File: config.mk
export PLATFORM = sky130hd
export DESIGN_NAME = vic_core
export DESIGN_NICKNAME = d
export VERILOG_FILES = /design/src/common/vic_pkg.sv /design/src/rtl/vic_core.sv
export SDC_FILE = /design/constraint.sdc
export NUM_CORES = 1
export LEC_CHECK = 0
export ABC_AREA = 1
export BUFFER_PORTS_ARGS = -buffer_cell sky130_fd_sc_hd__buf_4
export CAP_MARGIN = 20
export CORE_MARGIN = 3
export CORE_UTILIZATION = 25
export CTS_CLUSTER_SIZE = 24
export DETAILED_ROUTE_END_ITERATION = 8
export HOLD_SLACK_MARGIN = 0.02
export SYNTH_ARGS = -nofsm -noshare
export SYNTH_HDL_FRONTEND = slang
export SYNTH_SLANG_ARGS = --single-unit
File: constraint.sdc
create_clock -name clk -period 2.6 [get_ports clk]
set_clock_uncertainty 0.05 [all_clocks]
set_input_delay 0.26 -clock clk [delete_from_list [all_inputs] [get_ports clk]]
set_output_delay 0.26 -clock clk [all_outputs]
set_load 0.01 [all_outputs]
File: src/common/vic_pkg.sv
`default_nettype none
package vic_pkg;
   // ------------------------------------------------------------
   // Widths
   // ------------------------------------------------------------
   localparam int VIC_PC_W = 13;
   localparam int VIC_DP_W = 9;
   localparam int VIC_NIB_W = 4;
   localparam int VIC_NSRC = 3;
   localparam int VIC_STACK_DEPTH = 8;
   localparam int VIC_SP_W = 3;

   // ------------------------------------------------------------
   // Register map, byte addresses on the bus
   // ------------------------------------------------------------
   localparam logic [7:0] VIC_CTRL_OFS = 8'h00;
   localparam logic [7:0] VIC_STAT_OFS = 8'h04;
   localparam logic [7:0] VIC_CTX_OFS = 8'h08;
   localparam logic [7:0] VIC_STK_OFS = 8'h0c;

   // Control register fields and reset value
   localparam int VIC_EXT_EN_BIT = 0;
   localparam int VIC_SPARE_BIT = 1;
   localparam int VIC_TMR_A_EN_BIT = 2;
   localparam int VIC_TMR_B_EN_BIT = 3;
   localparam logic [3:0] VIC_CTRL_RST = 4'h0;

   // Status register fields
   localparam int VIC_STAT_FLAG_LSB = 0;
   localparam int VIC_STAT_GATE_BIT = 4;
   localparam int VIC_STAT_HOLD_BIT = 5;

   // ------------------------------------------------------------
   // Vectors in page 1 and entry latency in machine cycles
   // ------------------------------------------------------------
   localparam logic [VIC_PC_W-1:0] VIC_PAGE1_BASE = 13'h0080;
   localparam logic [VIC_PC_W-1:0] VIC_VEC_EXT = 13'h0080;
   localparam logic [VIC_PC_W-1:0] VIC_VEC_TMR_A = 13'h0084;
   localparam logic [VIC_PC_W-1:0] VIC_VEC_TMR_B = 13'h0086;
   localparam int VIC_LAT_MIN_MCYC = 2;
   localparam int VIC_LAT_MAX_MCYC = 3;

   // Source indices, also the priority order
   localparam int VIC_SRC_EXT = 0;
   localparam int VIC_SRC_TMR_A = 1;
   localparam int VIC_SRC_TMR_B = 2;

   // Completed instruction codes reported by the sequencer
   typedef enum logic [2:0] {
      VIC_OP_NONE = 3'h0,
      VIC_OP_IRQ_ON = 3'h1,
      VIC_OP_IRQ_OFF = 3'h2,
      VIC_OP_RETURN = 3'h3,
      VIC_OP_TEST_EXT = 3'h4,
      VIC_OP_TEST_TMR_A = 3'h5,
      VIC_OP_TEST_TMR_B = 3'h6
   } vic_op_t;

   // Entry sequencer, Gray along idle, seen, entry
   typedef enum logic [1:0] {
      VIC_ST_IDLE = 2'b00,
      VIC_ST_SEEN = 2'b01,
      VIC_ST_ENTRY = 2'b11
   } vic_state_t;
endpackage : vic_pkg
`default_nettype wire

File: src/rtl/vic_core.sv
`timescale 1ns/10ps
`default_nettype none
module vic_core
   import vic_pkg::*;
#(
   parameter int STACK_DEPTH = VIC_STACK_DEPTH
) (
   input wire logic clk,
   input wire logic sys_rst,
   input wire logic wb_cyc_i,
   input wire logic wb_stb_i,
   input wire logic wb_we_i,
   input wire logic [7:0] wb_adr_i,
   input wire logic [3:0] wb_sel_i,
   input wire logic [31:0] wb_dat_i,
   output logic [31:0] wb_dat_o,
   output logic wb_ack_o,
   input wire logic mcyc_en,
   input wire logic instr_done,
   input wire logic [2:0] instr_op,
   input wire logic [VIC_PC_W-1:0] ret_pc,
   input wire logic [VIC_DP_W-1:0] cur_dp,
   input wire logic cur_carry,
   input wire logic cur_skip,
   input wire logic [VIC_NIB_W-1:0] cur_a,
   input wire logic [VIC_NIB_W-1:0] cur_b,
   input wire logic ext_edge_evt,
   input wire logic tmr_a_evt,
   input wire logic tmr_b_evt,
   output logic irq_take_o,
   output logic [VIC_PC_W-1:0] irq_vector_o,
   output logic resume_o,
   output logic [VIC_PC_W-1:0] resume_pc_o,
   output logic [VIC_DP_W-1:0] saved_dp_o,
   output logic saved_carry_o,
   output logic saved_skip_o,
   output logic [VIC_NIB_W-1:0] saved_a_o,
   output logic [VIC_NIB_W-1:0] saved_b_o,
   output logic test_skip_o,
   output logic global_irq_gate_o
);

   // ------------------------------------------------------------
   // Helpers
   // ------------------------------------------------------------
   // Highest priority pending source as a one-hot mask
   function automatic logic [VIC_NSRC-1:0] pick_src(input logic [VIC_NSRC-1:0] pend);
      logic [VIC_NSRC-1:0] r;
      r = '0;
      if (pend[VIC_SRC_EXT]) begin
         r[VIC_SRC_EXT] = 1'b1;
      end else if (pend[VIC_SRC_TMR_A]) begin
         r[VIC_SRC_TMR_A] = 1'b1;
      end else if (pend[VIC_SRC_TMR_B]) begin
         r[VIC_SRC_TMR_B] = 1'b1;
      end
      return r;
   endfunction : pick_src

   // Vector of a one-hot source mask
   function automatic logic [VIC_PC_W-1:0] src_vec(input logic [VIC_NSRC-1:0] sel);
      logic [VIC_PC_W-1:0] v;
      v = VIC_VEC_EXT;
      if (sel[VIC_SRC_TMR_A]) begin
         v = VIC_VEC_TMR_A;
      end else if (sel[VIC_SRC_TMR_B]) begin
         v = VIC_VEC_TMR_B;
      end
      return v;
   endfunction : src_vec

   // ------------------------------------------------------------
   // State
   // ------------------------------------------------------------
   logic [3:0] ctrl_q;
   logic [VIC_NSRC-1:0] flag_q;
   logic gate_q;
   logic hold_q;
   vic_state_t state_q;
   logic [VIC_NSRC-1:0] src_q;
   logic [VIC_PC_W-1:0] stack_q [STACK_DEPTH];
   logic [VIC_SP_W-1:0] sp_q;
   logic [VIC_NSRC-1:0] en_vec;
   logic [VIC_NSRC-1:0] evt_vec;
   logic [VIC_NSRC-1:0] pend;
   logic [VIC_NSRC-1:0] test_hit;
   logic [VIC_NSRC-1:0] take_clr;
   logic cond;
   logic wb_req;
   logic taking;
   logic returning;
   logic [VIC_SP_W-1:0] sp_dec;

   assign en_vec = {ctrl_q[VIC_TMR_B_EN_BIT], ctrl_q[VIC_TMR_A_EN_BIT], ctrl_q[VIC_EXT_EN_BIT]};
   assign evt_vec = {tmr_b_evt, tmr_a_evt, ext_edge_evt};
   // all three conditions; hold keeps the gate shut one instruction
   assign pend = flag_q & en_vec;
   assign cond = gate_q & ~hold_q & (|pend);
   assign wb_req = wb_cyc_i & wb_stb_i & ~wb_ack_o;
   assign taking = (state_q == VIC_ST_ENTRY);
   assign returning = instr_done & (instr_op == VIC_OP_RETURN);
   assign sp_dec = sp_q - 3'h1;

   // a test is honoured only when its source is disabled
   always_comb begin
      test_hit = '0;
      if (instr_done) begin
         test_hit[VIC_SRC_EXT] = (instr_op == VIC_OP_TEST_EXT);
         test_hit[VIC_SRC_TMR_A] = (instr_op == VIC_OP_TEST_TMR_A);
         test_hit[VIC_SRC_TMR_B] = (instr_op == VIC_OP_TEST_TMR_B);
      end
      test_hit = test_hit & ~en_vec & flag_q;
      take_clr = taking ? src_q : '0;
   end

   // ------------------------------------------------------------
   // Wishbone slave
   // ------------------------------------------------------------
   // One wait state, registered ack; ack drops the cycle after so no request is seen twice
   always_ff @(posedge clk) begin
      if (sys_rst) begin
         wb_ack_o <= 1'b0;
         wb_dat_o <= 32'h0000_0000;
      end else begin
         wb_ack_o <= wb_req;
         wb_dat_o <= 32'h0000_0000;
         if (wb_req && !wb_we_i) begin
            case (wb_adr_i)
               VIC_CTRL_OFS: wb_dat_o <= {28'h000_0000, ctrl_q};
               VIC_STAT_OFS: wb_dat_o <= {26'h000_0000, hold_q, gate_q, 1'b0, flag_q};
               VIC_CTX_OFS: wb_dat_o <= {13'h0000, saved_skip_o, saved_carry_o, saved_dp_o,
                                         saved_b_o, saved_a_o};
               VIC_STK_OFS: wb_dat_o <= {29'h0000_0000, sp_q};
               default: wb_dat_o <= 32'h0000_0000;
            endcase
         end
      end
   end

   // control resets to zero, spare bit stores writes
   always_ff @(posedge clk) begin
      if (sys_rst) begin
         ctrl_q <= VIC_CTRL_RST;
      end else if (wb_req && wb_we_i && wb_sel_i[0] && wb_adr_i == VIC_CTRL_OFS) begin
         ctrl_q <= wb_dat_i[3:0];
      end
   end

   // ------------------------------------------------------------
   // Request flags
   // ------------------------------------------------------------
   // events set flags; set beats any clear in the same cycle
   // cleared by take or honoured test
   // only the served source is cleared
   always_ff @(posedge clk) begin
      if (sys_rst) begin
         flag_q <= '0;
      end else begin
         flag_q <= (flag_q & ~take_clr & ~test_hit) | evt_vec;
      end
   end

   // skip result reported for one cycle
   always_ff @(posedge clk) begin
      if (sys_rst) begin
         test_skip_o <= 1'b0;
      end else begin
         test_skip_o <= |test_hit;
      end
   end

   // ------------------------------------------------------------
   // Global gate
   // ------------------------------------------------------------
   // on and off instructions steer the gate
   // hold masks the gate until one more instruction completes
   // the return after an on instruction clears hold, so entry can
   // only follow once control is back in the main routine
   always_ff @(posedge clk) begin
      if (sys_rst) begin
         gate_q <= 1'b0;
         hold_q <= 1'b0;
      end else if (taking) begin
         gate_q <= 1'b0;
         hold_q <= 1'b0;
      end else if (instr_done) begin
         case (instr_op)
            VIC_OP_IRQ_ON: begin
               gate_q <= 1'b1;
               hold_q <= 1'b1;
            end
            VIC_OP_IRQ_OFF: begin
               gate_q <= 1'b0;
               hold_q <= 1'b0;
            end
            default: hold_q <= 1'b0;
         endcase
      end
   end

   always_ff @(posedge clk) begin
      if (sys_rst) begin
         global_irq_gate_o <= 1'b0;
      end else begin
         global_irq_gate_o <= gate_q & ~hold_q & ~taking;
      end
   end

   // ------------------------------------------------------------
   // Entry sequencer
   // ------------------------------------------------------------
   // condition seen at a machine-cycle end, taken at the next
   // instruction end, so one-cycle code gives two cycles, longer gives three
   // a flag left pending is taken as soon as the block lifts
   // priority chosen at the instruction boundary
   always_ff @(posedge clk) begin
      if (sys_rst) begin
         state_q <= VIC_ST_IDLE;
         src_q <= '0;
      end else begin
         case (state_q)
            VIC_ST_IDLE: begin
               if (mcyc_en && cond) begin
                  state_q <= VIC_ST_SEEN;
               end
            end
            VIC_ST_SEEN: begin
               if (!cond) begin
                  state_q <= VIC_ST_IDLE;
               end else if (mcyc_en && instr_done && instr_op != VIC_OP_IRQ_OFF) begin
                  state_q <= VIC_ST_ENTRY;
                  src_q <= pick_src(pend);
               end
            end
            VIC_ST_ENTRY: state_q <= VIC_ST_IDLE;
            default: state_q <= VIC_ST_IDLE;
         endcase
      end
   end

   // page one vector loaded with the take pulse
   // context captured in the same cycle, before the vector runs
   always_ff @(posedge clk) begin
      if (sys_rst) begin
         irq_take_o <= 1'b0;
         irq_vector_o <= VIC_PAGE1_BASE;
      end else begin
         irq_take_o <= taking;
         if (taking) begin
            irq_vector_o <= src_vec(src_q);
         end
      end
   end

   // the pending skip travels with it
   always_ff @(posedge clk) begin
      if (sys_rst) begin
         saved_dp_o <= '0;
         saved_carry_o <= 1'b0;
         saved_skip_o <= 1'b0;
         saved_a_o <= '0;
         saved_b_o <= '0;
      end else if (taking) begin
         saved_dp_o <= cur_dp;
         saved_carry_o <= cur_carry;
         saved_skip_o <= cur_skip;
         saved_a_o <= cur_a;
         saved_b_o <= cur_b;
      end
   end

   // ------------------------------------------------------------
   // Return address stack
   // ------------------------------------------------------------
   // push on entry; overflow wraps and destroys the oldest entry
   always_ff @(posedge clk) begin
      if (sys_rst) begin
         sp_q <= '0;
      end else if (taking) begin
         sp_q <= sp_q + 3'h1;
      end else if (returning) begin
         sp_q <= sp_dec;
      end
   end

   always_ff @(posedge clk) begin
      if (taking) begin
         stack_q[sp_q] <= ret_pc;
      end
   end

   // return pops and resumes; saved context is on the outputs
   always_ff @(posedge clk) begin
      if (sys_rst) begin
         resume_o <= 1'b0;
         resume_pc_o <= '0;
      end else begin
         resume_o <= returning & ~taking;
         if (returning && !taking) begin
            resume_pc_o <= stack_q[sp_dec];
         end
      end
   end

   // Address pushed onto an empty stack; a pop back to empty must return it
   logic [VIC_PC_W-1:0] base_push_q;
   always_ff @(posedge clk) begin
      if (taking && sp_q == 3'h0) begin
         base_push_q <= ret_pc;
      end
   end
endmodule : vic_core
`default_nettype wire

Word-level counts from Yosys, hierarchy flattened
Memories as Yosys holds them, arrays and structs flattened. A register that Yosys moved wholly into a read port is not among the register bits.
Index checks and enable logic that the tools add are counted.

storage, ports and cells
  memories kept = 1
  logic and storage cells = 97
  memory bits (writable) = 104
  register bits after elaboration = 86
  input port bits = 89
  output and inout bits = 82

cells by class
  reductions and logical operators = 21
  mux-type cells = 20
  add/subtract/negate cells = 2
  bitwise operators = 20
  eq/ne operators = 14

memories
  name     words  bits a word  read ports  clocked after memory_dff  wr ports  line            text
  stack_q  8      13           1           1                         1         vic_core.sv:81  logic [VIC_PC_W-1:0] stack_q [STACK_DEPTH];

operators by type and width
  operator               count
  $pmux W19 S4           1
  $mux W3                6
  $eq A8 B4 Y1 const B   2
  $and A3 B3 Y3          5
  $eq A3 B3 Y1 const B   3
  $not A3 Y3             3
  $eq A8 B3 Y1 const B   1
  $logic_and A1 B1 Y1    8
  $logic_not A8 Y1       1
  $mux W2                4
  $and A1 B1 Y1          7
  $mux W1                7
  $eq A3 B2 Y1 const B   2
  $reduce_or A3 Y1       2
  $not A1 Y1             4
  $pmux W2 S2            1
  $reduce_and A2 Y1      2
  $reduce_bool A2 Y1     2
  $reduce_or A2 Y1       2
  $add A3 B1 Y3 const B  1
  $eq A3 B1 Y1 const B   1
  $ne A3 B2 Y1 const B   1
  $ne A3 B3 Y1 const B   1
  $or A3 B3 Y3           1
  other kinds (8)        9

Logic depth before layout (Yosys ltp)
Gate-level depths: netlist of the first run.

  word-level depth = 7
  gate-level depth with buffers = 13

Worst setup path after synthesis of the first run
OpenSTA, ideal clock, no wires.

  path kind = flip-flop to flip-flop
  start point = register sp_q[0]
  end point = memory stack_q[1][0] (enable)
  data arrival time = 1456 ps
  setup time = 382 ps
  stages on the path, launching flop included = 6
  data required time = 2168 ps
  setup slack = 711 ps
  cells stage by stage = dfxtp_1 buf_2 buf_4 buf_2 nand2_1 nor2_1

RTL lines
  element                   line             text
  start: declaration        vic_core.sv:82   logic [VIC_SP_W-1:0] sp_q;
  start signal: assignment  vic_core.sv:280  sp_q <= sp_q + 3'h1;
  start signal: assignment  vic_core.sv:282  sp_q <= sp_dec;
  end: declaration          vic_core.sv:81

Straight into the memory's write port.

Worst setup path after layout of the first run
  start point = register sp_q[1]
  end point = register resume_pc_o[9] (read register of stack_q)

between the ends
  longest elaborated chain between the ends = 1

RTL lines
  element           line             text
  $sub A3 B1 Y3     vic_core.sv:102  assign sp_dec = sp_q - 3'h1;
  end: declaration  vic_core.sv:33   output logic [VIC_PC_W-1:0] resume_pc_o,

Every way passes these cells.
A chain may end at the register's enable or synchronous reset.

==> impl_metrics.prom, run 1 <==
# TYPE chip_impl_metric gauge
chip_impl_info{name="worstSetupPathType",value="flop to flop"} 1
chip_impl_metric{name="drt-total-wl",unit="um"} 18600
chip_impl_metric{name="cell_area_after_synthesis",unit="sq um"} 7210
chip_impl_metric{name="start_util",unit=""} 0.257
chip_impl_metric{name="finalSetupViolCount",unit=""} 0
chip_impl_metric{name="drc",unit=""} 0
chip_impl_metric{name="power.leakage",unit="nW"} 3.79
chip_impl_metric{name="netlist.area_leader.share",unit=""} 0.433
chip_impl_metric{name="grt_max_degree",unit=""} 61
chip_impl_metric{name="worst_slew_margin_rel",unit=""} 0.575
chip_impl_info{name="yosys-top-cells-count",value="181 x nand2_1, 104 x edfxtp_1, 81 x nor2_1"} 1
chip_impl_metric{name="ys_types",unit=""} 30
chip_impl_info{name="library_cell_appearing_most_often_on_the_critical_path",value="nand2_1"} 1
chip_impl_metric{name="count_of_routing_violations_after_the_opening_detailed_route_iteration",unit=""} 278
chip_impl_metric{name="yosysSeqAreaShare",unit=""} 0.641
chip_impl_info{name="holdCritPathClass",value="primary input to flop"} 1
chip_impl_metric{name="hpwl",unit="um"} 11900
chip_impl_metric{name="tot_pwr",unit="W"} 0.00601
chip_impl_metric{name="ant_nets",unit=""} 0
chip_impl_metric{name="grt_pass1_vias",unit=""} 5343
chip_impl_metric{name="worst_path_largest_cell_delay",unit="ns"} 0.48
chip_impl_info{name="min_to",value="ctrl_q[3]"} 1
chip_impl_metric{name="fillerInstances",unit=""} 2877
chip_impl_info{name="run_status",value="completed"} 1
chip_impl_metric{name="tritoncts.num_buffers",unit=""} 17
chip_impl_metric{name="gp_congestion",unit=""} 0.801
chip_impl_info{name="r2r-start",value="sp_q[1]"} 1
chip_impl_metric{name="pwr_density_cell",unit="nW/um^2"} 642
chip_impl_info{name="yosysTopAreaCell",value="edfxtp_1"} 1
chip_impl_metric{name="detail_route.first_pass.iterations",unit=""} 5
chip_impl_info{name="hold_start",value="wb_dat_i[3]"} 1
chip_impl_metric{name="detailroute.via_count",unit=""} 5431
chip_impl_metric{name="fin_crit",unit="ns"} 2.03
chip_impl_metric{name="total_global_route_track_usage",unit=""} 0.122
chip_impl_metric{name="htree_num_levels",unit=""} 4
chip_impl_metric{name="die_ht",unit="um"} 176
chip_impl_metric{name="fp.dieW",unit="um"} 176
chip_impl_metric{name="critPathRequiredTime",unit="ns"} 2.88
chip_impl_metric{name="die_area",unit="sq um"} 30900
chip_impl_metric{name="drive_above_1_share",unit=""} 0.190
chip_impl_metric{name="worst-r2r-setup-slack",unit="ns"} 0.57
chip_impl_metric{name="grt_remaining_overflow",unit=""} 0
chip_impl_info{name="crit_path_end_kind",value="flop"} 1
chip_impl_metric{name="async_reset_ff_frac",unit=""} 0
chip_impl_metric{name="worst_pin_slew",unit="ns"} 0.637
chip_impl_metric{name="yosys_warnings",unit=""} 0
chip_impl_metric{name="number_of_maximum_capacitance_constraint_violations",unit=""} 0
chip_impl_metric{name="vias_cell",unit=""} 4.23
chip_impl_metric{name="arrival",unit="ns"} 2.31
chip_impl_info{name="cells_along_the_critical_path",value="inv_1 -> ha_1 -> inv_2 -> nor2_1 -> o21ai_0 -> nand2_1 -> nand2_1 -> nand3_1 -> nand2_1 -> inv_1"} 1
chip_impl_metric{name="grt_pass1_wl",unit="um"} 29400
chip_impl_info{name="post-synth-top-count-cell",value="nand2_1"} 1
chip_impl_info{name="cts.root.buffer_cell",value="clkbuf_16"} 1
chip_impl_metric{name="numClockSinks",unit=""} 179
chip_impl_metric{name="number_of_nets_at_the_end_of_the_flow",unit=""} 984
chip_impl_metric{name="final_min_period_over_clock_period",unit=""} 0.780
chip_impl_info{name="synth_ff_type",value="edfxtp_1"} 1
chip_impl_metric{name="ys_ff_latch",unit=""} 179
chip_impl_metric{name="synthesis.instances",unit=""} 743
chip_impl_info{name="synth_top_cells_by_area",value="edfxtp_1 43%, dfxtp_1 21%, nand2_1 9.4%"} 1
chip_impl_metric{name="placementRows",unit=""} 61
chip_impl_info{name="crit_path_top_delay_cell",value="inv_2"} 1
chip_impl_metric{name="deepest_clock_path_buffer_count",unit=""} 2
chip_impl_metric{name="core_ar",unit="sq um"} 28100
chip_impl_metric{name="grt_antenna_before_repair",unit=""} 1
chip_impl_metric{name="timing.final.hold_violations",unit=""} 0
chip_impl_metric{name="whs_path_depth",unit=""} 3
chip_impl_metric{name="clk_pin_slew_worst_paths",unit="ns"} 0.08
chip_impl_info{name="reg2reg_to",value="resume_pc_o[9]"} 1
chip_impl_metric{name="post_drt_wl_per_cell",unit="um"} 14.5
chip_impl_metric{name="cts.repair_timing.setup_buffer_count",unit=""} 0
chip_impl_metric{name="hold_slack",unit="ns"} 0.0551
chip_impl_metric{name="final_max_slew_viol_count",unit=""} 0
chip_impl_metric{name="rr_worst_depth",unit=""} 10
chip_impl_metric{name="fin_tns_setup",unit="ns"} 0
chip_impl_metric{name="io_buffer_count",unit=""} 115
chip_impl_metric{name="vdd_drop_max",unit="V"} 0.000432
chip_impl_info{name="setup_repair_after_global_routing_missed_its_margin",value="no"} 1
chip_impl_info{name="critical_path.startpoint_type",value="flop"} 1
chip_impl_metric{name="synth_enable_flop_cells",unit=""} 104
chip_impl_metric{name="synthesis.area_per_instance",unit="sq um"} 9.70
chip_impl_metric{name="io_pins",unit=""} 171
chip_impl_metric{name="areaGrowthSynthToFinish",unit="%"} 29.9
chip_impl_metric{name="achievable-frequency",unit="MHz"} 493
chip_impl_metric{name="timing.critical_path.fanout_max",unit=""} 27
chip_impl_info{name="cts_tree",value="done"} 1
chip_impl_metric{name="clk_latency",unit="ns"} 0.43
-- worst max path at each step --
stage / end / start / depth (start not counted)
finish: resume_pc_o[9] / sp_q[1] / 10
global route: resume_pc_o[3] / sp_q[1] / 10
CTS: resume_pc_o[9] / sp_q[1] / 10
detailed placement: resume_pc_o[9] / sp_q[1] / 10
global placement: resume_pc_o[12] / sp_q[1] / 10
floorplan: stack_q[1][0] / sp_q[0] / 5
-- routing by layer --
metal	vias up	track usage	part of all wire
li1	2719	-	-
met1	2535	0.152	0.45
met2	169	0.213	0.48
met3	8	0.0298	0.056
met4	0	0.0277	0.0065
met5	-	0	0
-- cell usage in the layout (no fill, tap or decap), types with 2 or more instances in the layout --
cell type        n
clkinv_1         2
nand3_1         50
a21oi_1         23
clkinvlp_4       2
buf_4          129
nand2_1        181
inv_12           4
dlygate4sd3_1   35
inv_2            3
nand4_1          8
ha_1             2
nor2_4           3
o21ai_1         11
inv_8            3
nor3_1          17
conb_1          24
edfxtp_1       104
clkbuf_16       17
inv_1           54
dfxtp_1         74
nor2_1          81
clkinv_8         4
a31oi_1          6
inv_6            2
o21ai_0         57
-- state kept, by name, summed over array words and instances (netlist names) --
signal and count:
global_irq_gate_o 1, test_skip_o 1, saved_skip_o 1, hold_q 1, saved_carry_o 1, saved_dp_o 9, wb_ack_o 1, wb_dat_o 19
src_q 3, gate_q 1, state_q 2, saved_a_o 4, resume_pc_o 13, flag_q 3, sp_q 3, irq_take_o 1
resume_o 1, irq_vector_o 2, saved_b_o 4, ctrl_q 4, stack_q 104
-- final cells by class --
type	count	area (sq um)	area share
diodes	1	2.50	0.000267
clock buffers	17	425	0.0454
clock inverters	15	196	0.0210
inverters	59	221	0.0237
multi-input cells	472	2100	0.224
flip-flops and latches	179	4630	0.494
well taps	378	473	0.0505
repair buffers	164	1320	0.141
-- through the flow --
stage	setup slack [ns]	utilization	area, sq um	instances
2_1_floorplan	0.711	-	7290	765
3_3_place_gp	0.574	0.299	8390	1217
3_5_place_dp	0.550	0.299	8390	1217
4_1_cts	0.538	0.333	9360	1284
5_1_grt	0.334	0.333	9360	1285
6_report	0.573	0.333	9360	1285
-- critical path, delay by kind of cell, from the launching register on --
kind	cells	cell delay, ns
buf+inv	3	0.62
fa+ha+maj	1	0.32
compound gates	1	0.11
flops	1	0.45
simple gates	5	0.37
-- report_power, final --
part	switching [W]	total (W)	internal [W]	leakage [nW]
logic	0.000196	0.000344	0.000148	1.96
registers	0.0000143	0.00302	0.00300	1.54
clock network	0.00132	0.00265	0.00133	0.294
-- cells by family after synthesis --
kind of cell    synth area share
buf+inv                   0.0788
xor+xnor                 0.00243
compound gates            0.0694
fa+ha+maj                0.00347
simple gates               0.203
other cells              0.00104
flops                      0.641
-- repair_timing --
item                                   4_1_cts  5_1_grt
endpoints found under the hold margin      126        0
hold buffers                                35        0
gates resized for setup                      0        0
Note: power is estimated with default switching activity, not from simulation.
==> run 2, diff against run 1 <==
==> constraint.sdc (replaced) <==
create_clock -name clk -period 2 [get_ports clk]
set_clock_uncertainty 0.05 [all_clocks]
set_input_delay 0.2 -clock clk [delete_from_list [all_inputs] [get_ports clk]]
set_output_delay 0.2 -clock clk [all_outputs]
set_load 0.01 [all_outputs]
==> run 2 against run 1 <==
- wire length shrank 1.6%
- combinational power grew 36%
- flip-flop and latch count is the same
- maximum frequency grew 16%
- die area is the same
- design area grew 1.8%
- largest cell class unchanged
- largest power group unchanged
==> impl_metrics.prom, run 2 (synthesized netlist as in run 1, its figures left out) <==
# TYPE chip_impl_metric gauge
chip_impl_info{name="run_status",value="completed"} 1
chip_impl_metric{name="number_of_nets_at_the_end_of_the_flow",unit=""} 994
chip_impl_metric{name="final_min_period_over_clock_period",unit=""} 0.873
chip_impl_metric{name="vdd_drop_max",unit="V"} 0.000525
chip_impl_metric{name="post_placement_cell_count",unit=""} 1223
chip_impl_metric{name="post_drt_wl_per_cell",unit="um"} 14.1
chip_impl_metric{name="fin_tns_setup",unit="ns"} 0
chip_impl_info{name="path_delay_family",value="buffers and inverters"} 1
chip_impl_metric{name="timing.critical_path.buf_inv",unit=""} 3
chip_impl_metric{name="number_of_flip_flops_in_the_largest_register",unit=""} 104
chip_impl_metric{name="drc",unit=""} 0
chip_impl_metric{name="power.share.combinational",unit=""} 0.060
chip_impl_metric{name="drive_above_1_share",unit=""} 0.193
chip_impl_metric{name="vias_cell",unit=""} 4.24
chip_impl_info{name="setup_repair_after_global_routing_missed_its_margin",value="no"} 1
chip_impl_metric{name="detailroute.via_count",unit=""} 5496
chip_impl_metric{name="grt_remaining_overflow",unit=""} 0
chip_impl_info{name="crit_path_top_delay_cell",value="buf_4"} 1
chip_impl_metric{name="tritoncts.num_buffers",unit=""} 17
chip_impl_metric{name="ant_nets",unit=""} 0
chip_impl_metric{name="grt_pass1_vias",unit=""} 5312
chip_impl_info{name="final_cell_mix",value="181 x nand2_1, 128 x buf_4, 104 x edfxtp_1, 81 x nor2_1, 74 x dfxtp_1"} 1
chip_impl_metric{name="start_util",unit=""} 0.257
chip_impl_metric{name="placementRows",unit=""} 61
chip_impl_metric{name="detail_route.first_pass.iterations",unit=""} 8
chip_impl_metric{name="numClockSinks",unit=""} 179
chip_impl_metric{name="areaGrowthSynthToFinish",unit="%"} 32.2
chip_impl_metric{name="total_global_route_track_usage",unit=""} 0.120
chip_impl_info{name="holdCritPathClass",value="primary input to flop"} 1
chip_impl_metric{name="timing.critical_path.fanout_max",unit=""} 41
chip_impl_metric{name="io_buffer_count",unit=""} 115
chip_impl_metric{name="core_ar",unit="sq um"} 28100
chip_impl_metric{name="fp.dieW",unit="um"} 176
chip_impl_metric{name="final_max_slew_viol_count",unit=""} 0
chip_impl_metric{name="hold_slack",unit="ns"} 0.0403
chip_impl_info{name="cts_tree",value="done"} 1
chip_impl_metric{name="fin_crit",unit="ns"} 1.75
chip_impl_metric{name="worst_slew_margin_rel",unit=""} 0.605
chip_impl_metric{name="drt-total-wl",unit="um"} 18300
chip_impl_metric{name="hpwl",unit="um"} 12000
chip_impl_info{name="worstSetupPathType",value="flop to flop"} 1
chip_impl_metric{name="whs_path_depth",unit=""} 3
chip_impl_metric{name="rr_worst_depth",unit=""} 5
chip_impl_metric{name="instances_no_fill",unit=""} 1295
chip_impl_info{name="cells_along_the_critical_path",value="inv_2 -> buf_4 -> nand2_1 -> nor2_1 -> buf_4"} 1
chip_impl_metric{name="die_area",unit="sq um"} 30900
chip_impl_metric{name="arrival",unit="ns"} 1.80
chip_impl_metric{name="seq_power_share",unit=""} 0.502
chip_impl_metric{name="clk_latency",unit="ns"} 0.43
chip_impl_metric{name="htree_num_levels",unit=""} 4
chip_impl_info{name="largest_registers",value="stack_q (104), wb_dat_o (19), resume_pc_o (13)"} 1
chip_impl_info{name="critical_path.startpoint_type",value="flop"} 1
chip_impl_metric{name="number_of_maximum_capacitance_constraint_violations",unit=""} 0
chip_impl_metric{name="internal_power",unit="W"} 0.00592
chip_impl_metric{name="io_pins",unit=""} 171
chip_impl_metric{name="power.leakage",unit="nW"} 3.86
chip_impl_metric{name="timing.final.hold_violations",unit=""} 0
chip_impl_metric{name="finalSetupViolCount",unit=""} 0
chip_impl_metric{name="gp_congestion",unit=""} 0.778
chip_impl_info{name="library_cell_appearing_most_often_on_the_critical_path",value="buf_4"} 1
chip_impl_metric{name="critPathRequiredTime",unit="ns"} 2.06
chip_impl_metric{name="clk_pin_slew_worst_paths",unit="ns"} 0.08
chip_impl_info{name="largest-register",value="stack_q"} 1
chip_impl_metric{name="deepest_clock_path_buffer_count",unit=""} 2
chip_impl_metric{name="grt_max_degree",unit=""} 70
chip_impl_metric{name="dpl_cell_area",unit="sq um"} 8520
chip_impl_metric{name="tot_pwr",unit="W"} 0.00780
chip_impl_metric{name="clock_power_share",unit=""} 0.438
chip_impl_metric{name="pwr_density_cell",unit="nW/um^2"} 819
chip_impl_metric{name="die_ht",unit="um"} 176
chip_impl_metric{name="grt_antenna_before_repair",unit=""} 1
chip_impl_info{name="most_common_cell_after_layout_fill_and_taps_aside",value="nand2_1"} 1
chip_impl_metric{name="worst_path_largest_cell_delay",unit="ns"} 0.39
chip_impl_metric{name="finalInstanceArea",unit="sq um"} 9530
chip_impl_metric{name="achievable-frequency",unit="MHz"} 572
chip_impl_info{name="cts.root.buffer_cell",value="clkbuf_16"} 1
chip_impl_info{name="crit_path_end_kind",value="flop"} 1
chip_impl_metric{name="cts.repair_timing.setup_buffer_count",unit=""} 0
chip_impl_metric{name="timing.critical_path.depth",unit=""} 5
chip_impl_metric{name="power_switching_share",unit=""} 0.242
chip_impl_metric{name="count_of_routing_violations_after_the_opening_detailed_route_iteration",unit=""} 289
chip_impl_metric{name="grt_pass1_wl",unit="um"} 28700
chip_impl_metric{name="net-switching-power",unit="W"} 0.00188
chip_impl_metric{name="worst_pin_slew",unit="ns"} 0.592
==> run 2: cell count changes in the layout (fill, tap and decap cells not counted), sizes merged <==
cell         delta
clkinv          +3
inv             -4
clkbuf          +1
bufinv          +1
buf             +6
dlygate4sd3     +4
clkinvlp        -1
==> run 2: routing by layer <==
metal / up-vias / share of wire / wire (um) / track usage
li1: 2746 / - / - / -
met1: 2533 / 0.46 / 8360 / 0.152
met2: 196 / 0.47 / 8580 / 0.201
met3: 21 / 0.061 / 1110 / 0.0313
met4: 0 / 0.012 / 222 / 0.0346
met5: - / 0 / 0 / 0
==> run 2: per-stage QoR <==
stage	worst slack (ns)	utilization
2_1_floorplan	0.111	-
3_3_place_gp	0.273	0.303
3_5_place_dp	0.246	0.303
4_1_cts	0.235	0.339
5_1_grt	0.127	0.339
6_report	0.253	0.339
==> run 2: worst paths after layout <==
kind | start | endpoint | slack [ns]
setup / recovery | sp_q[0] | stack_q[0][11] | 0.25
hold / removal | mcyc_en | state_q[0] | 0.04
setup reg to reg | sp_q[0] | stack_q[0][11] | 0.25
hold reg to reg | saved_dp_o[4] | wb_dat_o[12] | 0.40
==> run 2: tightest hold or removal path, delay by kind of cell <==
family,cells,cell delay (ns)
buffers and inverters,1,0.13
AND/OR/NAND/NOR,2,0.14
==> run 2: cell type report <==
cell class	instances	area, sq um
multi-input combinational	472	2100
antenna	1	2.50
clock inverter	14	188
inverter	59	221
tap	378	473
fill	2875	18600
sequential	179	4630
clock buffer	18	429
timing repair buffer	174	1490
==> run 2: power by group through the flow <==
stage	Combinational, W	Clock, W	Sequential (W)
after floorplan	0.000237	0	0.00400
after global placement	0.000405	0	0.00400
after detailed placement	0.000409	0	0.00400
after CTS	0.000475	0.00351	0.00392
after global routing	0.000523	0.00367	0.00392
final	0.000469	0.00341	0.00392
==> run 2: repair_timing <==
item,in CTS,in global routing
hold buffers,39,0
hold endpoints to repair,130,0
resized for setup,0,0
==> run 3, diff against run 2 <==
==> constraint.sdc (replaced) <==
create_clock -name clk -period 2.11 [get_ports clk]
set_clock_uncertainty 0.05 [all_clocks]
set_input_delay 0.211 -clock clk [delete_from_list [all_inputs] [get_ports clk]]
set_output_delay 0.211 -clock clk [all_outputs]
set_load 0.01 [all_outputs]
==> run 3 against run 2 <==
- register-to-register slack improved by 0.09 ns
- combinational power fell by 4.9%
- sequential share of layout area barely moved
- setup slack improved by 0.090 ns
- non-clock buffer count rose by 4
- via count fell by 1.2%
- clock power fell by 7.0%
- first-iteration DRC count rose by 42%
- largest power group unchanged
- power fell by 6.0%
- count of clock-buffer cells in the layout did not move
==> impl_metrics.prom, run 3 (synthesized netlist as in run 1, its figures left out) <==
# TYPE chip_impl_metric gauge
chip_impl_info{name="critical_path.startpoint_type",value="flop"} 1
chip_impl_metric{name="numClockSinks",unit=""} 179
chip_impl_metric{name="grt_pass1_wl",unit="um"} 28500
chip_impl_info{name="largest-register",value="stack_q"} 1
chip_impl_info{name="reg2reg_to",value="stack_q[2][11]"} 1
chip_impl_metric{name="fillerInstances",unit=""} 2836
chip_impl_info{name="run_status",value="completed"} 1
chip_impl_metric{name="finalInstanceArea",unit="sq um"} 9530
chip_impl_metric{name="cts.repair_timing.setup_buffer_count",unit=""} 0
chip_impl_info{name="cts_tree",value="done"} 1
chip_impl_metric{name="grt_antenna_before_repair",unit=""} 1
chip_impl_metric{name="post_drt_wl_per_cell",unit="um"} 14.3
chip_impl_info{name="final_cell_mix",value="181 x nand2_1, 133 x buf_4, 104 x edfxtp_1, 81 x nor2_1, 74 x dfxtp_1"} 1
chip_impl_metric{name="fp.dieW",unit="um"} 176
chip_impl_metric{name="ant_nets",unit=""} 0
chip_impl_metric{name="final_max_slew_viol_count",unit=""} 0
chip_impl_metric{name="core_ar",unit="sq um"} 28100
chip_impl_metric{name="achievable-frequency",unit="MHz"} 566
chip_impl_metric{name="clk_latency",unit="ns"} 0.43
chip_impl_info{name="r2r-start",value="sp_q[0]"} 1
chip_impl_info{name="crit_path_end_kind",value="flop"} 1
chip_impl_metric{name="die_ht",unit="um"} 176
chip_impl_metric{name="tot_pwr",unit="W"} 0.00733
chip_impl_metric{name="worst_pin_slew",unit="ns"} 0.572
chip_impl_metric{name="tritoncts.num_buffers",unit=""} 17
chip_impl_info{name="min_to",value="state_q[0]"} 1
chip_impl_metric{name="count_of_routing_violations_after_the_opening_detailed_route_iteration",unit=""} 410
chip_impl_metric{name="drt-total-wl",unit="um"} 18600
chip_impl_info{name="largest_registers",value="stack_q (104), wb_dat_o (19), resume_pc_o (13)"} 1
chip_impl_metric{name="multi_input_gate_area_in_the_final_layout",unit="sq um"} 2100
chip_impl_metric{name="cts_repair_resizes",unit=""} 0
chip_impl_metric{name="grt_pass1_vias",unit=""} 5215
chip_impl_info{name="cts.root.buffer_cell",value="clkbuf_16"} 1
chip_impl_metric{name="grt_remaining_overflow",unit=""} 0
chip_impl_metric{name="hpwl",unit="um"} 12000
chip_impl_info{name="worstSetupPathType",value="flop to flop"} 1
chip_impl_info{name="setup_repair_after_global_routing_missed_its_margin",value="no"} 1
chip_impl_metric{name="detail_route.first_pass.iterations",unit=""} 4
chip_impl_metric{name="number_of_maximum_capacitance_constraint_violations",unit=""} 0
chip_impl_metric{name="io_pins",unit=""} 171
chip_impl_metric{name="placementRows",unit=""} 61
chip_impl_metric{name="worst-r2r-setup-slack",unit="ns"} 0.34
chip_impl_metric{name="timing.critical_path.fanout_max",unit=""} 41
chip_impl_metric{name="dpl_cell_area",unit="sq um"} 8540
chip_impl_metric{name="grt_max_degree",unit=""} 70
chip_impl_metric{name="vdd_drop_max",unit="V"} 0.000395
chip_impl_metric{name="arrival",unit="ns"} 1.83
chip_impl_metric{name="finalSetupViolCount",unit=""} 0
chip_impl_metric{name="areaGrowthSynthToFinish",unit="%"} 32.2
chip_impl_metric{name="drive_above_1_share",unit=""} 0.198
chip_impl_metric{name="gp_congestion",unit=""} 0.787
chip_impl_metric{name="drc",unit=""} 0
chip_impl_metric{name="fin_tns_setup",unit="ns"} 0
chip_impl_metric{name="htree_num_levels",unit=""} 4
chip_impl_metric{name="pwr_density_cell",unit="nW/um^2"} 769
chip_impl_metric{name="postCtsHoldBufs",unit=""} 39
chip_impl_metric{name="start_util",unit=""} 0.257
chip_impl_metric{name="number_of_flip_flops_in_the_largest_register",unit=""} 104
chip_impl_metric{name="clk_pin_slew_worst_paths",unit="ns"} 0.07
chip_impl_metric{name="timing.final.hold_violations",unit=""} 0
chip_impl_metric{name="sequential_cell_area",unit="sq um"} 4630
chip_impl_metric{name="io_buffer_count",unit=""} 115
chip_impl_metric{name="vias_cell",unit=""} 4.18
chip_impl_metric{name="power.leakage",unit="nW"} 3.87
chip_impl_info{name="most_common_cell_after_layout_fill_and_taps_aside",value="nand2_1"} 1
chip_impl_metric{name="rr_worst_depth",unit=""} 5
chip_impl_metric{name="worst_slew_margin_rel",unit=""} 0.618
chip_impl_metric{name="final_min_period_over_clock_period",unit=""} 0.837
chip_impl_metric{name="whs_path_depth",unit=""} 3
chip_impl_metric{name="fin_crit",unit="ns"} 1.77
chip_impl_metric{name="detailroute.via_count",unit=""} 5431
chip_impl_metric{name="deepest_clock_path_buffer_count",unit=""} 2
chip_impl_info{name="hold_start",value="mcyc_en"} 1
chip_impl_metric{name="total_global_route_track_usage",unit=""} 0.120
chip_impl_metric{name="die_area",unit="sq um"} 30900
chip_impl_metric{name="number_of_nets_at_the_end_of_the_flow",unit=""} 998
chip_impl_info{name="holdCritPathClass",value="primary input to flop"} 1
chip_impl_metric{name="critPathRequiredTime",unit="ns"} 2.18
run 3: cell types whose count changed in the layout (fill, tap and decap cells not counted), sizes merged:
cell    previous run  this run
bufinv             1         0
buf              135       139
clkinv             9         8
inv               62        64
run 3: area by class of cell:
class | instances | area share
antenna | 1 | 0.000263
clock buffer | 18 | 0.0461
tap | 378 | 0.0496
inverter | 59 | 0.0232
clock inverter | 14 | 0.0171
multi-input combinational | 472 | 0.220
sequential | 179 | 0.485
timing repair buffer | 178 | 0.158
run 3: power by group:
part	total, W	switching, W	internal [W]
Sequential	0.00371	0.0000152	0.00370
Combinational	0.000446	0.000248	0.000198
Clock	0.00317	0.00154	0.00163
Total	0.00733	0.00181	0.00553
run 3: per-stage QoR:
stage | cells | hold slack, ns | worst slack [ns] | util
after floorplan | 765 | 0.260 | 0.221 | -
after global placement | 1227 | 0.359 | 0.373 | 0.304
after detailed placement | 1227 | 0.361 | 0.349 | 0.304
after CTS | 1298 | 0.0372 | 0.333 | 0.339
after global routing | 1299 | 0.0479 | 0.171 | 0.339
final | 1299 | 0.0491 | 0.343 | 0.339
run 3: worst max path at each step:
stage	startpoint	to	slack (ns)	cells after the start
final	sp_q[0]	stack_q[2][11]	0.34	5
after global routing	sp_q[0]	stack_q[0][2]	0.17	5
after CTS	sp_q[0]	stack_q[4][10]	0.33	5
after detailed placement	sp_q[0]	stack_q[0][12]	0.35	5
after global placement	sp_q[0]	stack_q[0][3]	0.37	5
after floorplan	sp_q[0]	stack_q[1][0]	0.22	5
run 3: per-layer routing:
metal / vias up / track usage / routed length, um
met5: - / 0 / 0
met4: 0 / 0.0337 / 215
met3: 14 / 0.0303 / 1240
met2: 189 / 0.204 / 8780
met1: 2481 / 0.150 / 8360
li1: 2747 / - / -
run 3: critical path, cell delays in order, from the launching register on:
cell and delay (ns):
dfxtp_2 0.35, inv_2 0.06, buf_4 0.38, nand2_1 0.18
nor2_1 0.12, buf_4 0.27
